## src/core/spr_pkg.sv

```systemverilog
// Shared constants, types and state codes of the suspend power and port 1 register bank
package spr_pkg;

  // ********************************************************
  // Bus and register map
  // ********************************************************
  localparam int ADDR_W = 10;
  localparam logic [9:0] OFS_PWR = 10'h354;
  localparam logic [9:0] OFS_PORT1 = 10'h374;
  localparam logic [9:0] OFS_IRQ_STAT = 10'h380;
  localparam logic [9:0] OFS_IRQ_MASK = 10'h384;

  // ********************************************************
  // Power-down control fields
  // ********************************************************
  localparam int PWR_KEEP_ON_BIT = 0;
  localparam int PWR_OC1_OFF_BIT = 1;
  localparam int PWR_OC2_OFF_BIT = 2;
  localparam int PWR_WAKE_LSB = 16;
  localparam logic [15:0] WAKE_RST_16 = 16'h17e8;
  localparam logic [15:0] WAKE_FIXED_16 = 16'h1400;
  localparam logic [15:0] WAKE_RST_32 = 16'h0001;

  // ********************************************************
  // Port 1 control fields
  // ********************************************************
  localparam int P1_INIT_CLR_BIT = 23;
  localparam int P1_INIT_FLAG_BIT = 7;
  localparam int P1_PWR_LSB = 3;
  localparam logic [1:0] P1_PWR_ON = 2'b11;
  localparam logic [15:0] P1_RST = 16'h0096;
  localparam logic [15:0] P1_WMASK = 16'hff7f;

  // ********************************************************
  // Interrupt status bits
  // ********************************************************
  localparam int IRQ_W = 3;
  localparam int IRQ_CLK_READY = 0;
  localparam int IRQ_OC1 = 1;
  localparam int IRQ_OC2 = 2;

  // ********************************************************
  // Timing
  // ********************************************************
  localparam int CLK_PERIOD_NS = 50;
  localparam int WAKE_T32_NS = 10_000;
  localparam int WAKE_T16_MS = 50;
  localparam int WAKE_CYC_32 = (WAKE_T32_NS + CLK_PERIOD_NS - 1) / CLK_PERIOD_NS;
  localparam int WAKE_CYC_16 = (WAKE_T16_MS * 1_000_000 + CLK_PERIOD_NS - 1) / CLK_PERIOD_NS;

  // ********************************************************
  // Types
  // ********************************************************
  typedef struct packed {
    logic rd;
    logic wr;
    logic [ADDR_W-1:0] addr;
    logic [31:0] wdata;
    logic [3:0] be;
  } spr_avs_req_s;

  typedef struct packed {
    logic [15:0] wake;
    logic oc2_off;
    logic oc1_off;
    logic keep_on;
  } spr_pwr_s;

  typedef enum logic [2:0] {
    CK_RUN = 3'b001,
    CK_STOP = 3'b010,
    CK_SETTLE = 3'b100
  } spr_ck_e;

endpackage

```

## src/core/spr_clk_ctl.sv

```systemverilog
// Suspend clock stop and clock settle sequencer
`timescale 1ns/100ps
module spr_clk_ctl
  import spr_pkg::*;
#(
  parameter int P_CNT_W = 20
) (
  input wire logic i_clk_sys,
  input wire logic i_rst_b,
  input wire logic i_suspend,
  input wire logic i_keep_on,
  input wire logic [P_CNT_W-1:0] i_settle_cyc,
  output logic o_clk_run,
  output logic o_stable
);

  initial begin
    if (P_CNT_W < 2 || P_CNT_W > 31) begin
      $error("P_CNT_W out of range");
    end
  end

  spr_ck_e state_ff;
  logic [P_CNT_W-1:0] cnt_ff;

  // ********************************************************
  // Clock state machine
  // ********************************************************
  // Stopping only when software allowed it; waking always passes the settle wait
  always_ff @(posedge i_clk_sys) begin
    if (!i_rst_b) begin
      state_ff <= CK_RUN;
    end else begin
      unique case (state_ff)
        CK_RUN: begin
          if (i_suspend && !i_keep_on) begin
            state_ff <= CK_STOP;
          end
        end
        CK_STOP: begin
          if (!i_suspend || i_keep_on) begin
            state_ff <= CK_SETTLE;
          end
        end
        CK_SETTLE: begin
          if (cnt_ff == '0) begin
            state_ff <= CK_RUN;
          end
        end
      endcase
    end
  end

  // Settle counter loads on the stop state, counts down while settling
  always_ff @(posedge i_clk_sys) begin
    if (!i_rst_b) begin
      cnt_ff <= '0;
    end else if (state_ff == CK_STOP) begin
      cnt_ff <= i_settle_cyc - 1'b1;
    end else if (state_ff == CK_SETTLE && cnt_ff != '0) begin
      cnt_ff <= cnt_ff - 1'b1;
    end
  end

  // Event fires once clocks ran the whole settle time
  always_ff @(posedge i_clk_sys) begin
    if (!i_rst_b) begin
      o_stable <= 1'b0;
    end else begin
      o_stable <= (state_ff == CK_SETTLE) && (cnt_ff == '0);
    end
  end

  // Clocks stay gated only in the stop state; they run again while settling
  always_ff @(posedge i_clk_sys) begin
    if (!i_rst_b) begin
      o_clk_run <= 1'b1;
    end else begin
      o_clk_run <= !(state_ff == CK_RUN && i_suspend && !i_keep_on)
        && !(state_ff == CK_STOP && i_suspend && !i_keep_on);
    end
  end

endmodule

```

## src/core/spr_regs.sv

```systemverilog
// Suspend power-down and port 1 control register bank with Avalon-MM slave
`timescale 1ns/100ps
module spr_regs
  import spr_pkg::*;
#(
  parameter bit P_BUS16 = 1'b0,
  parameter int P_WAKE_CYC_16 = WAKE_CYC_16
) (
  input wire logic i_clk_sys,
  input wire logic i_rst_b,
  input wire logic [ADDR_W-1:0] i_avs_address,
  input wire logic i_avs_read,
  input wire logic i_avs_write,
  input wire logic [31:0] i_avs_writedata,
  input wire logic [3:0] i_avs_byteenable,
  output logic [31:0] o_avs_readdata,
  output logic o_avs_waitrequest,
  input wire logic i_suspend,
  input wire logic i_port1_overcurrent_input_b,
  input wire logic i_port2_overcurrent_input_b,
  output logic o_port1_oc_det_pwr,
  output logic o_port2_oc_det_pwr,
  output logic o_clk_run,
  output logic o_first_port_power_field_on,
  output logic o_port1_init_pending,
  output logic [15:0] o_wake_count,
  output logic o_irq
);

  localparam int CNT_W = 20;
  localparam int SETTLE_LO = WAKE_CYC_32;
  localparam int SETTLE_HI = WAKE_CYC_32 + 4;

  // Settle count must fit the sequencer counter
  initial begin
    if (P_WAKE_CYC_16 < 1 || P_WAKE_CYC_16 >= (1 << CNT_W)) begin
      $error("P_WAKE_CYC_16 out of range");
    end
  end

  // ********************************************************
  // Helpers
  // ********************************************************
  // Byte-lane merge used by the power-down and port 1 registers
  function automatic logic [31:0] be_merge(input logic [31:0] old_v,
                                           input logic [31:0] new_v,
                                           input logic [3:0] be);
    logic [31:0] res;
    res = old_v;
    for (int i = 0; i < 4; i++) begin
      if (be[i]) begin
        res[i*8 +: 8] = new_v[i*8 +: 8];
      end
    end
    return res;
  endfunction

  // ********************************************************
  // Declarations
  // ********************************************************
  spr_avs_req_s req;
  spr_pwr_s pwr_ff;
  logic [15:0] port1_ff;
  logic [IRQ_W-1:0] stat_ff;
  logic [IRQ_W-1:0] mask_ff;
  logic [IRQ_W-1:0] set_ev;
  logic [IRQ_W-1:0] clr_w1c;
  logic wr_acc;
  logic rd_take;
  logic [31:0] pwr_word;
  logic [31:0] pwr_merged;
  logic [31:0] p1_merged;
  logic [1:0] oc_meta_ff;
  logic [1:0] oc_sync_ff;
  logic [1:0] oc_prev_ff;
  logic [1:0] det_on;
  logic clk_run;
  logic clk_stable;
  logic [CNT_W-1:0] settle_cyc;

  // Bus request gathered into one carrier
  assign req = '{rd: i_avs_read, wr: i_avs_write, addr: i_avs_address,
                 wdata: i_avs_writedata, be: i_avs_byteenable};

  // ********************************************************
  // Avalon-MM handshake
  // ********************************************************
  // Waitrequest stays high by default and drops for exactly one cycle per
  // request; a write commits and read data is valid at that same edge
  always_ff @(posedge i_clk_sys) begin
    if (!i_rst_b) begin
      o_avs_waitrequest <= 1'b1;
    end else begin
      o_avs_waitrequest <= !((req.rd || req.wr) && o_avs_waitrequest);
    end
  end

  assign wr_acc = req.wr && !o_avs_waitrequest;
  assign rd_take = req.rd && o_avs_waitrequest;
  assign pwr_word = {pwr_ff.wake, 13'h0000, pwr_ff.oc2_off, pwr_ff.oc1_off,
                     pwr_ff.keep_on};
  assign pwr_merged = be_merge(pwr_word, req.wdata, req.be);
  assign p1_merged = be_merge({16'h0000, port1_ff}, req.wdata, req.be);

  // Read data captured one cycle ahead of the acknowledge; unmapped reads zero
  always_ff @(posedge i_clk_sys) begin
    if (!i_rst_b) begin
      o_avs_readdata <= 32'h0000_0000;
    end else if (rd_take) begin
      unique case (req.addr)
        OFS_PWR: o_avs_readdata <= pwr_word;
        OFS_PORT1: o_avs_readdata <= {port1_ff, port1_ff};
        OFS_IRQ_STAT: o_avs_readdata <= {{(32-IRQ_W){1'b0}}, stat_ff};
        OFS_IRQ_MASK: o_avs_readdata <= {{(32-IRQ_W){1'b0}}, mask_ff};
        default: o_avs_readdata <= 32'h0000_0000;
      endcase
    end
  end

  // ********************************************************
  // Power-down control register
  // ********************************************************
  // Low control bits follow the bus; the wake field depends on bus width.
  // In 16-bit mode any write to the field pins it at the fixed code, so
  // the read-and-write-back done by software lands on the 50 ms setting.
  always_ff @(posedge i_clk_sys) begin
    if (!i_rst_b) begin
      pwr_ff.keep_on <= 1'b0;
      pwr_ff.oc1_off <= 1'b0;
      pwr_ff.oc2_off <= 1'b0;
      pwr_ff.wake <= P_BUS16 ? WAKE_RST_16 : WAKE_RST_32;
    end else if (wr_acc && req.addr == OFS_PWR) begin
      pwr_ff.keep_on <= pwr_merged[PWR_KEEP_ON_BIT];
      pwr_ff.oc1_off <= pwr_merged[PWR_OC1_OFF_BIT];
      pwr_ff.oc2_off <= pwr_merged[PWR_OC2_OFF_BIT];
      if (P_BUS16 && (req.be[2] || req.be[3])) begin
        pwr_ff.wake <= WAKE_FIXED_16;
      end else begin
        pwr_ff.wake <= pwr_merged[PWR_WAKE_LSB +: 16];
      end
    end
  end

  // Wake field handed to the suspend timer outside this bank
  always_ff @(posedge i_clk_sys) begin
    if (!i_rst_b) begin
      o_wake_count <= 16'h0000;
    end else begin
      o_wake_count <= pwr_ff.wake;
    end
  end

  // ********************************************************
  // Port 1 control register
  // ********************************************************
  // One 16-bit store shown in both halves, so bit 23 and bit 7 are the same
  // flag: a one written to bit 23 clears it, and nothing can set it again
  // short of reset. Lower bit 7 writes are ignored on purpose.
  always_ff @(posedge i_clk_sys) begin
    if (!i_rst_b) begin
      port1_ff <= P1_RST;
    end else if (wr_acc && req.addr == OFS_PORT1) begin
      port1_ff <= (p1_merged[15:0] & P1_WMASK) | (port1_ff & ~P1_WMASK);
      if (req.be[2] && req.wdata[P1_INIT_CLR_BIT]) begin
        port1_ff[P1_INIT_FLAG_BIT] <= 1'b0;
      end
    end
  end

  // Port 1 power only on the full 11b code; init state goes to port 1 alone
  always_ff @(posedge i_clk_sys) begin
    if (!i_rst_b) begin
      o_first_port_power_field_on <= 1'b0;
      o_port1_init_pending <= 1'b1;
    end else begin
      o_first_port_power_field_on <= port1_ff[P1_PWR_LSB +: 2] == P1_PWR_ON;
      o_port1_init_pending <= port1_ff[P1_INIT_FLAG_BIT];
    end
  end

  // ********************************************************
  // Overcurrent detectors
  // ********************************************************
  // Overcurrent pins are asynchronous; two stages before any use
  always_ff @(posedge i_clk_sys) begin
    if (!i_rst_b) begin
      oc_meta_ff <= 2'b00;
      oc_sync_ff <= 2'b00;
      oc_prev_ff <= 2'b00;
    end else begin
      oc_meta_ff <= {~i_port2_overcurrent_input_b, ~i_port1_overcurrent_input_b};
      oc_sync_ff <= oc_meta_ff;
      oc_prev_ff <= oc_sync_ff;
    end
  end

  // Detector power drops only in suspend and only when software asked
  assign det_on[0] = !(i_suspend && pwr_ff.oc1_off);
  assign det_on[1] = !(i_suspend && pwr_ff.oc2_off);

  // Power enables to the analog detectors
  always_ff @(posedge i_clk_sys) begin
    if (!i_rst_b) begin
      o_port1_oc_det_pwr <= 1'b1;
      o_port2_oc_det_pwr <= 1'b1;
    end else begin
      o_port1_oc_det_pwr <= det_on[0];
      o_port2_oc_det_pwr <= det_on[1];
    end
  end

  // ********************************************************
  // Suspend clock control
  // ********************************************************
  // Settle time follows the bus width; the 16-bit figure is a parameter
  // so simulation can shorten it
  assign settle_cyc = P_BUS16 ? CNT_W'(P_WAKE_CYC_16) : CNT_W'(WAKE_CYC_32);

  spr_clk_ctl #(
    .P_CNT_W(CNT_W)
  ) u_clk_ctl (
    .i_clk_sys(i_clk_sys),
    .i_rst_b(i_rst_b),
    .i_suspend(i_suspend),
    .i_keep_on(pwr_ff.keep_on),
    .i_settle_cyc(settle_cyc),
    .o_clk_run(clk_run),
    .o_stable(clk_stable)
  );

  // Registered copy of the gate so the port comes from a flop
  always_ff @(posedge i_clk_sys) begin
    if (!i_rst_b) begin
      o_clk_run <= 1'b1;
    end else begin
      o_clk_run <= clk_run;
    end
  end

  // ********************************************************
  // Interrupts
  // ********************************************************
  // Overcurrent counts only while its detector is powered
  assign set_ev[IRQ_CLK_READY] = clk_stable;
  assign set_ev[IRQ_OC1] = det_on[0] && oc_sync_ff[0] && !oc_prev_ff[0];
  assign set_ev[IRQ_OC2] = det_on[1] && oc_sync_ff[1] && !oc_prev_ff[1];
  assign clr_w1c = (wr_acc && req.addr == OFS_IRQ_STAT && req.be[0]) ?
                   req.wdata[IRQ_W-1:0] : '0;

  // Sticky status, write one to clear; a same-cycle event wins
  always_ff @(posedge i_clk_sys) begin
    if (!i_rst_b) begin
      stat_ff <= '0;
    end else begin
      stat_ff <= (stat_ff & ~clr_w1c) | set_ev;
    end
  end

  // Mask register, one enables the matching status bit
  always_ff @(posedge i_clk_sys) begin
    if (!i_rst_b) begin
      mask_ff <= '0;
    end else if (wr_acc && req.addr == OFS_IRQ_MASK && req.be[0]) begin
      mask_ff <= req.wdata[IRQ_W-1:0];
    end
  end

  // Level interrupt, one cycle behind the status
  always_ff @(posedge i_clk_sys) begin
    if (!i_rst_b) begin
      o_irq <= 1'b0;
    end else begin
      o_irq <= |(stat_ff & mask_ff);
    end
  end
endmodule

```

## config.mk

```make
export PLATFORM = sky130hd
export DESIGN_NAME = spr_regs
export DESIGN_NICKNAME = d
export VERILOG_FILES = /design/src/core/spr_pkg.sv /design/src/core/spr_clk_ctl.sv /design/src/core/spr_regs.sv
export SDC_FILE = /design/constraint.sdc
export NUM_CORES = 1
export LEC_CHECK = 0
export BUFFER_PORTS_ARGS = -buffer_cell sky130_fd_sc_hd__buf_2
export CORE_MARGIN = 2
export CORE_UTILIZATION = 25
export DETAILED_ROUTE_END_ITERATION = 8
export PLACE_DENSITY_LB_ADDON = 0.1
export SYNTH_ARGS = -nofsm -noshare
export SYNTH_HDL_FRONTEND = slang
export SYNTH_SLANG_ARGS = --single-unit
```

## constraint.sdc

```tcl
create_clock -name i_clk_sys -period 2.2 [get_ports i_clk_sys]
set_input_delay 0.44 -clock i_clk_sys [delete_from_list [all_inputs] [get_ports i_clk_sys]]
set_output_delay 0.44 -clock i_clk_sys [all_outputs]
set_load 0.01 [all_outputs]
```

==> results of run 1 <==
==> Yosys cell counts (4+ instances only) <==
library cell  count  area [um2]
o31ai_1           5        37.5
xor2_1           10        87.6
and3_1            4        25.0
a21oi_1          28         140
or4_1             8        60.1
nand3_2           5        50.1
clkbuf_1         16        60.1
nand2_1          11        41.3
nand4_1           5        31.3
o21ai_0           5        25.0
nor2_1          103         387
buf_1             4        15.0
mux2i_1          59         591
nand2b_1          5        31.3
nor3_1            6        30.0
o211ai_1          5        37.5
a22oi_1          16         120
and2_1           18         113
dfxtp_1         127        2540
nand3_1           7        35.0
inv_1             8        30.0
==> cells by family after synthesis <==
| kind of cell | count (synthesis) | share of synthesized area |
|---|---|---|
| flops | 127 | 0.519 |
| fa+ha+maj | 2 | 0.00511 |
| buf+inv | 34 | 0.0279 |
| compound gates | 77 | 0.105 |
| xor+xnor | 12 | 0.0215 |
| simple gates | 193 | 0.200 |
| mux | 59 | 0.121 |
==> flip-flops by register name, indices dropped and copies added (netlist names), 2 cells and up <==
| register | cells |
|---|---|
| o_wake_count | 16 |
| pwr_ff | 19 |
| mask_ff | 3 |
| o_avs_readdata | 32 |
| oc_prev_ff | 2 |
| oc_sync_ff | 2 |
| u_clk_ctl.cnt_ff | 20 |
| oc_meta_ff | 2 |
| port1_ff | 16 |
| stat_ff | 3 |
| u_clk_ctl.state_ff | 3 |
==> cell type report <==
class,count,share of cell area
clock buffer,22,0.0730
multi-input combinational,343,0.341
clock inverter,9,0.0206
inverter,9,0.00520
tap,265,0.0511
sequential,127,0.392
timing repair buffer,130,0.117
==> per-layer routing <==
| metal | vias up | wire, um |
|---|---|---|
| met1 | 1878 | 6160 |
| li1 | 2013 | - |
| met3 | 14 | 533 |
| met4 | 0 | 169 |
| met5 | - | 0 |
| met2 | 74 | 6190 |
==> worst max-delay path: stages (launching register included) <==
cell,delay (ps)
dfxtp_1,360
or4_4,580
nor3b_4,260
o2111ai_4,170
or4_1,420
a21oi_1,150
==> placed cells by master (no fill, tap or decap), types with 5 or more instances in the layout <==
cell,synthesis,routed
a21oi_1,28,28
a22oi_1,16,16
and2_1,18,18
buf_2,3,106
buf_4,1,20
clkbuf_16,0,17
dfxtp_1,127,127
inv_1,8,8
mux2i_1,59,59
nand2_1,11,11
nand2b_1,5,5
nand3_1,7,7
nand3_2,5,5
nand4_1,5,5
nor2_1,103,103
nor3_1,6,6
o211ai_1,5,5
o21ai_0,5,5
o31ai_1,5,5
or4_1,8,8
xor2_1,10,10
==> where the power goes <==
| part | leakage, nW | switching [W] | internal [W] | total, W |
|---|---|---|---|---|
| combinational | 1.63 | 0.000197 | 0.000143 | 0.000339 |
| sequential | 1.03 | 0.0000203 | 0.00233 | 0.00235 |
| clock | 0.284 | 0.00101 | 0.00186 | 0.00287 |
==> worst max path at each step <==
| stage | start | to | depth (start not counted) |
|---|---|---|---|
| floorplan | i_avs_address[2] | pwr_ff[3] | 6 |
| global placement | i_avs_address[1] | pwr_ff[3] | 7 |
| detailed placement | i_avs_address[1] | pwr_ff[3] | 7 |
| CTS | u_clk_ctl.cnt_ff[6] | u_clk_ctl.cnt_ff[17] | 5 |
| global route | u_clk_ctl.cnt_ff[6] | u_clk_ctl.cnt_ff[19] | 5 |
| finish | u_clk_ctl.cnt_ff[6] | u_clk_ctl.cnt_ff[17] | 5 |
==> through the flow <==
step                      setup slack [ps]  instances  instance area [um2]  hold slack, ps
after detailed placement              2.68        873                 5880             419
after global placement                15.4        873                 5880             414
after CTS                              120        904                 6490             149
after floorplan                       84.1        504                 4900             386
final                                  190        905                 6490             175
after global routing                  50.5        905                 6490             156
==> results_dict.tcl, run 1 <==
set metrics [dict create \
    synth_fp_nets 559 \
    cts.repair.resized 0 \
    syn_area_mm2 0.00490 \
    first_pass_iters 5 \
    drc 0 \
    critPathLaunchType "flip-flop" \
    die-area_mm2 0.0207 \
    yosysUniqueCellTypes 52 \
    cts.htree.levels 4 \
    routed_wl_mm 13.0 \
    relSlewSlack 0.678 \
    fin_crit_ps 2010 \
    reg2reg_from "u_clk_ctl.cnt_ff[6]" \
    num-fill-cells 2038 \
    slew_viol_final 0 \
    cts_tree "done" \
    path_class "reg2reg" \
    synthCells 504 \
    maxCapViolCount 0 \
    initial_core_util 0.253 \
    post_cts_buffers 0 \
    final_hold_viol_count 0 \
    clk_pin_slew_ps 60 \
    total_power_w 0.00556 \
    finalClockSkew_ps 8.45 \
    ys_async_sr_fraction 0 \
    layout_worst_path_cycle_share 0.913 \
    status "finished clean" \
    hold_depth 2 \
    multiInputGateArea_mm2 0.00222 \
    design.core.area_mm2 0.0193 \
    ys_seq_area_frac 0.519 \
    drtAntennaViolNets 0 \
    p_leak_nw 2.94 \
    hold_class "in2reg" \
    areaGrowthSynthToFinish_pct 32.6 \
    grtUsageTotal 0.132 \
    r2r-end "u_clk_ctl.cnt_ff[17]" \
    grt_most_used_layer "met2" \
    io_buffer_count 106 \
    timing.critical_path.fanout_max 6 \
    ys_warn_count 0 \
    r2r_cells 5 \
    utilization 0.336 \
    die_h_um 144 \
    clockRootBuffer "clkbuf_16" \
    rrSetupSlack_ps 190 \
    grtUsageMet2 0.217 \
    grt_first_pass_wirelength_mm 20.6 \
    final_nets 683 \
    final-seq-area_mm2 0.00254 \
    hold_end "oc_meta_ff[1]" \
    met1_usage 0.164 \
    synth_area_per_cell_um2 9.71 \
    power.density_mw_per_mm2 856 \
    clock_latency_ps 410 \
    drive_above_1_share 0.275 \
    ir_worst_vdd_uv 455 \
    cts_sinks 127 \
    io_pins 108 \
    core.rowCount 51 \
    required_ps 2540 \
    grt_max_degree 34 \
    ys_ff_latch 127 \
    vias 3979 \
    synth-edff-count 0 \
    antenna_found_initial 0 \
    setup_tns_ps 0 \
    cts-buffers-inserted 17 \
    initialDrtViolationCount 169 \
    rsz0062_at_grt "no" \
    max_freq_mhz 498 \
    worstPathArrival_ps 2350 \
    gr-total-overflow 0 \
    worstMarginPinSlew_ps 483 \
    holdCritStartpoint "i_port2_overcurrent_input_b" \
    antenna_cells 0 \
    detail_route.vias_per_cell 4.40 \
    routedWlPerCell_um 14.4 \
    endpoint_kind "flip-flop" \
    die_x_um 144 \
    setup_viol 0 \
    grt_pass1_vias 3989 \
    clock_path_buffers 2 \
    synth_ff_type "dfxtp_1" \
    ctsHoldBuffers 0 \
    globalRouteMet3Util 0.0383 \
    routabilityCongestion 0.764 \
    hpwl_mm 9.33 \
]
(Power assumes the default switching activity.)
==> run 2, diff against run 1 <==
- RECOVER_POWER: not set -> 50
==> results_dict.tcl, run 2 (synthesized netlist as in run 1, its figures left out) <==
set metrics [dict create \
    status "finished clean" \
    die-area_mm2 0.0207 \
    top_register "o_avs_readdata" \
    finalClockSkew_ps 8.31 \
    hold_class "in2reg" \
    die_h_um 144 \
    critPathLaunchType "flip-flop" \
    post_cts_buffers 0 \
    cts-buffers-inserted 17 \
    fin_crit_ps 2020 \
    setup_tns_ps 0 \
    clockRootBuffer "clkbuf_16" \
    grt_pass1_vias 3989 \
    ctsHoldBuffers 0 \
    p_leak_nw 2.71 \
    gr-total-overflow 0 \
    timing.critical_path.fanout_max 6 \
    slew_viol_final 0 \
    rsz0062_at_grt "no" \
    initialDrtViolationCount 157 \
    cts_tree "done" \
    dp.cells 873 \
    vias 3991 \
    cts.repair.resized 0 \
    die_x_um 144 \
    layout_commonest_cell "dfxtp_1" \
    routed_wl_mm 13.1 \
    final_cell_mix "dfxtp_1, nor2_1, mux2i_1, clkbuf_1, buf_2" \
    setup_viol 0 \
    final_hold_viol_count 0 \
    antenna_cells 0 \
    cts_sinks 127 \
    grt_first_pass_wirelength_mm 20.6 \
    reg_top3 "o_avs_readdata (32), u_clk_ctl.cnt_ff (20), pwr_ff (19)" \
    clk_pin_slew_ps 60 \
    routabilityCongestion 0.764 \
    design.core.area_mm2 0.0193 \
    hpwl_mm 9.33 \
    first_pass_iters 4 \
    max_freq_mhz 495 \
    relSlewSlack 0.354 \
    clock_path_buffers 2 \
    maxCapViolCount 0 \
    grtUsageTotal 0.132 \
    cts.htree.levels 4 \
    drtAntennaViolNets 0 \
    worstMarginPinSlew_ps 968 \
    drc 0 \
    worstPathArrival_ps 2360 \
    path_class "reg2reg" \
    routedWlPerCell_um 14.5 \
    power.density_mw_per_mm2 867 \
    ir_worst_vdd_uv 455 \
    initial_core_util 0.253 \
    antenna_found_initial 0 \
    drive_above_1_share 0.189 \
    io_pins 108 \
    detail_route.vias_per_cell 4.41 \
    layout_worst_path_cycle_share 0.918 \
    largest_register_ffs 32 \
    required_ps 2540 \
    grt_max_degree 34 \
    io_buffer_count 106 \
    clock_latency_ps 410 \
    core.rowCount 51 \
    areaGrowthSynthToFinish_pct 30.8 \
    endpoint_kind "flip-flop" \
    fin_cells 905 \
    final_nets 683 \
]
run 2: layer usage:
layer | routed length (um) | part of all wire | global-route usage | vias to the layer above
li1 | - | - | - | 2009
met1 | 6160 | 0.47 | 0.164 | 1891
met2 | 6230 | 0.48 | 0.217 | 78
met3 | 552 | 0.042 | 0.0383 | 13
met4 | 162 | 0.012 | 0.0495 | 0
met5 | 0 | 0 | 0 | -
run 2: path summary, 6_finish.rpt:
| path | slack, ps | endpoint | startpoint | cells after the start |
|---|---|---|---|---|
| max | 180 | u_clk_ctl.cnt_ff[17] | u_clk_ctl.cnt_ff[6] | 5 |
| min | 170 | oc_meta_ff[1] | i_port2_overcurrent_input_b | 2 |
| max reg2reg | 180 | u_clk_ctl.cnt_ff[17] | u_clk_ctl.cnt_ff[6] | 5 |
| min reg2reg | 430 | oc_sync_ff[0] | oc_meta_ff[0] | 1 |
run 2: stage by stage:
stage	hold slack, ps	cell area (um2)	utilization	power, W	worst slack (ps)
after floorplan	386	4900	-	0.00258	84.1
after global placement	414	5880	0.304	0.00274	15.4
after detailed placement	419	5880	0.304	0.00274	2.68
after CTS	149	6490	0.335	0.00565	120
after global routing	156	6410	0.331	0.00579	50.5
final	174	6410	0.331	0.00555	179
run 2: worst max-delay path, cell delays in order (launching register included):
cell and delay (ps):
dfxtp_1 360, or4_4 580, nor3b_4 260, o2111ai_4 170
or4_1 420, a21oi_1 150
run 2: layout make-up:
cell class / count / area (um2)
flip-flops and latches: 127 / 2540
inverters: 9 / 33.8
repair buffers: 130 / 673
clock buffers: 22 / 474
clock inverters: 9 / 134
well taps: 265 / 332
fillers: 2065 / 12900
multi-input cells: 343 / 2220
run 2: power breakdown:
group	switching, W	leakage (nW)	internal (W)
Sequential	0.0000204	1.03	0.00233
Clock	0.00101	0.284	0.00186
Combinational	0.000196	1.40	0.000137
Total	0.00123	2.71	0.00433
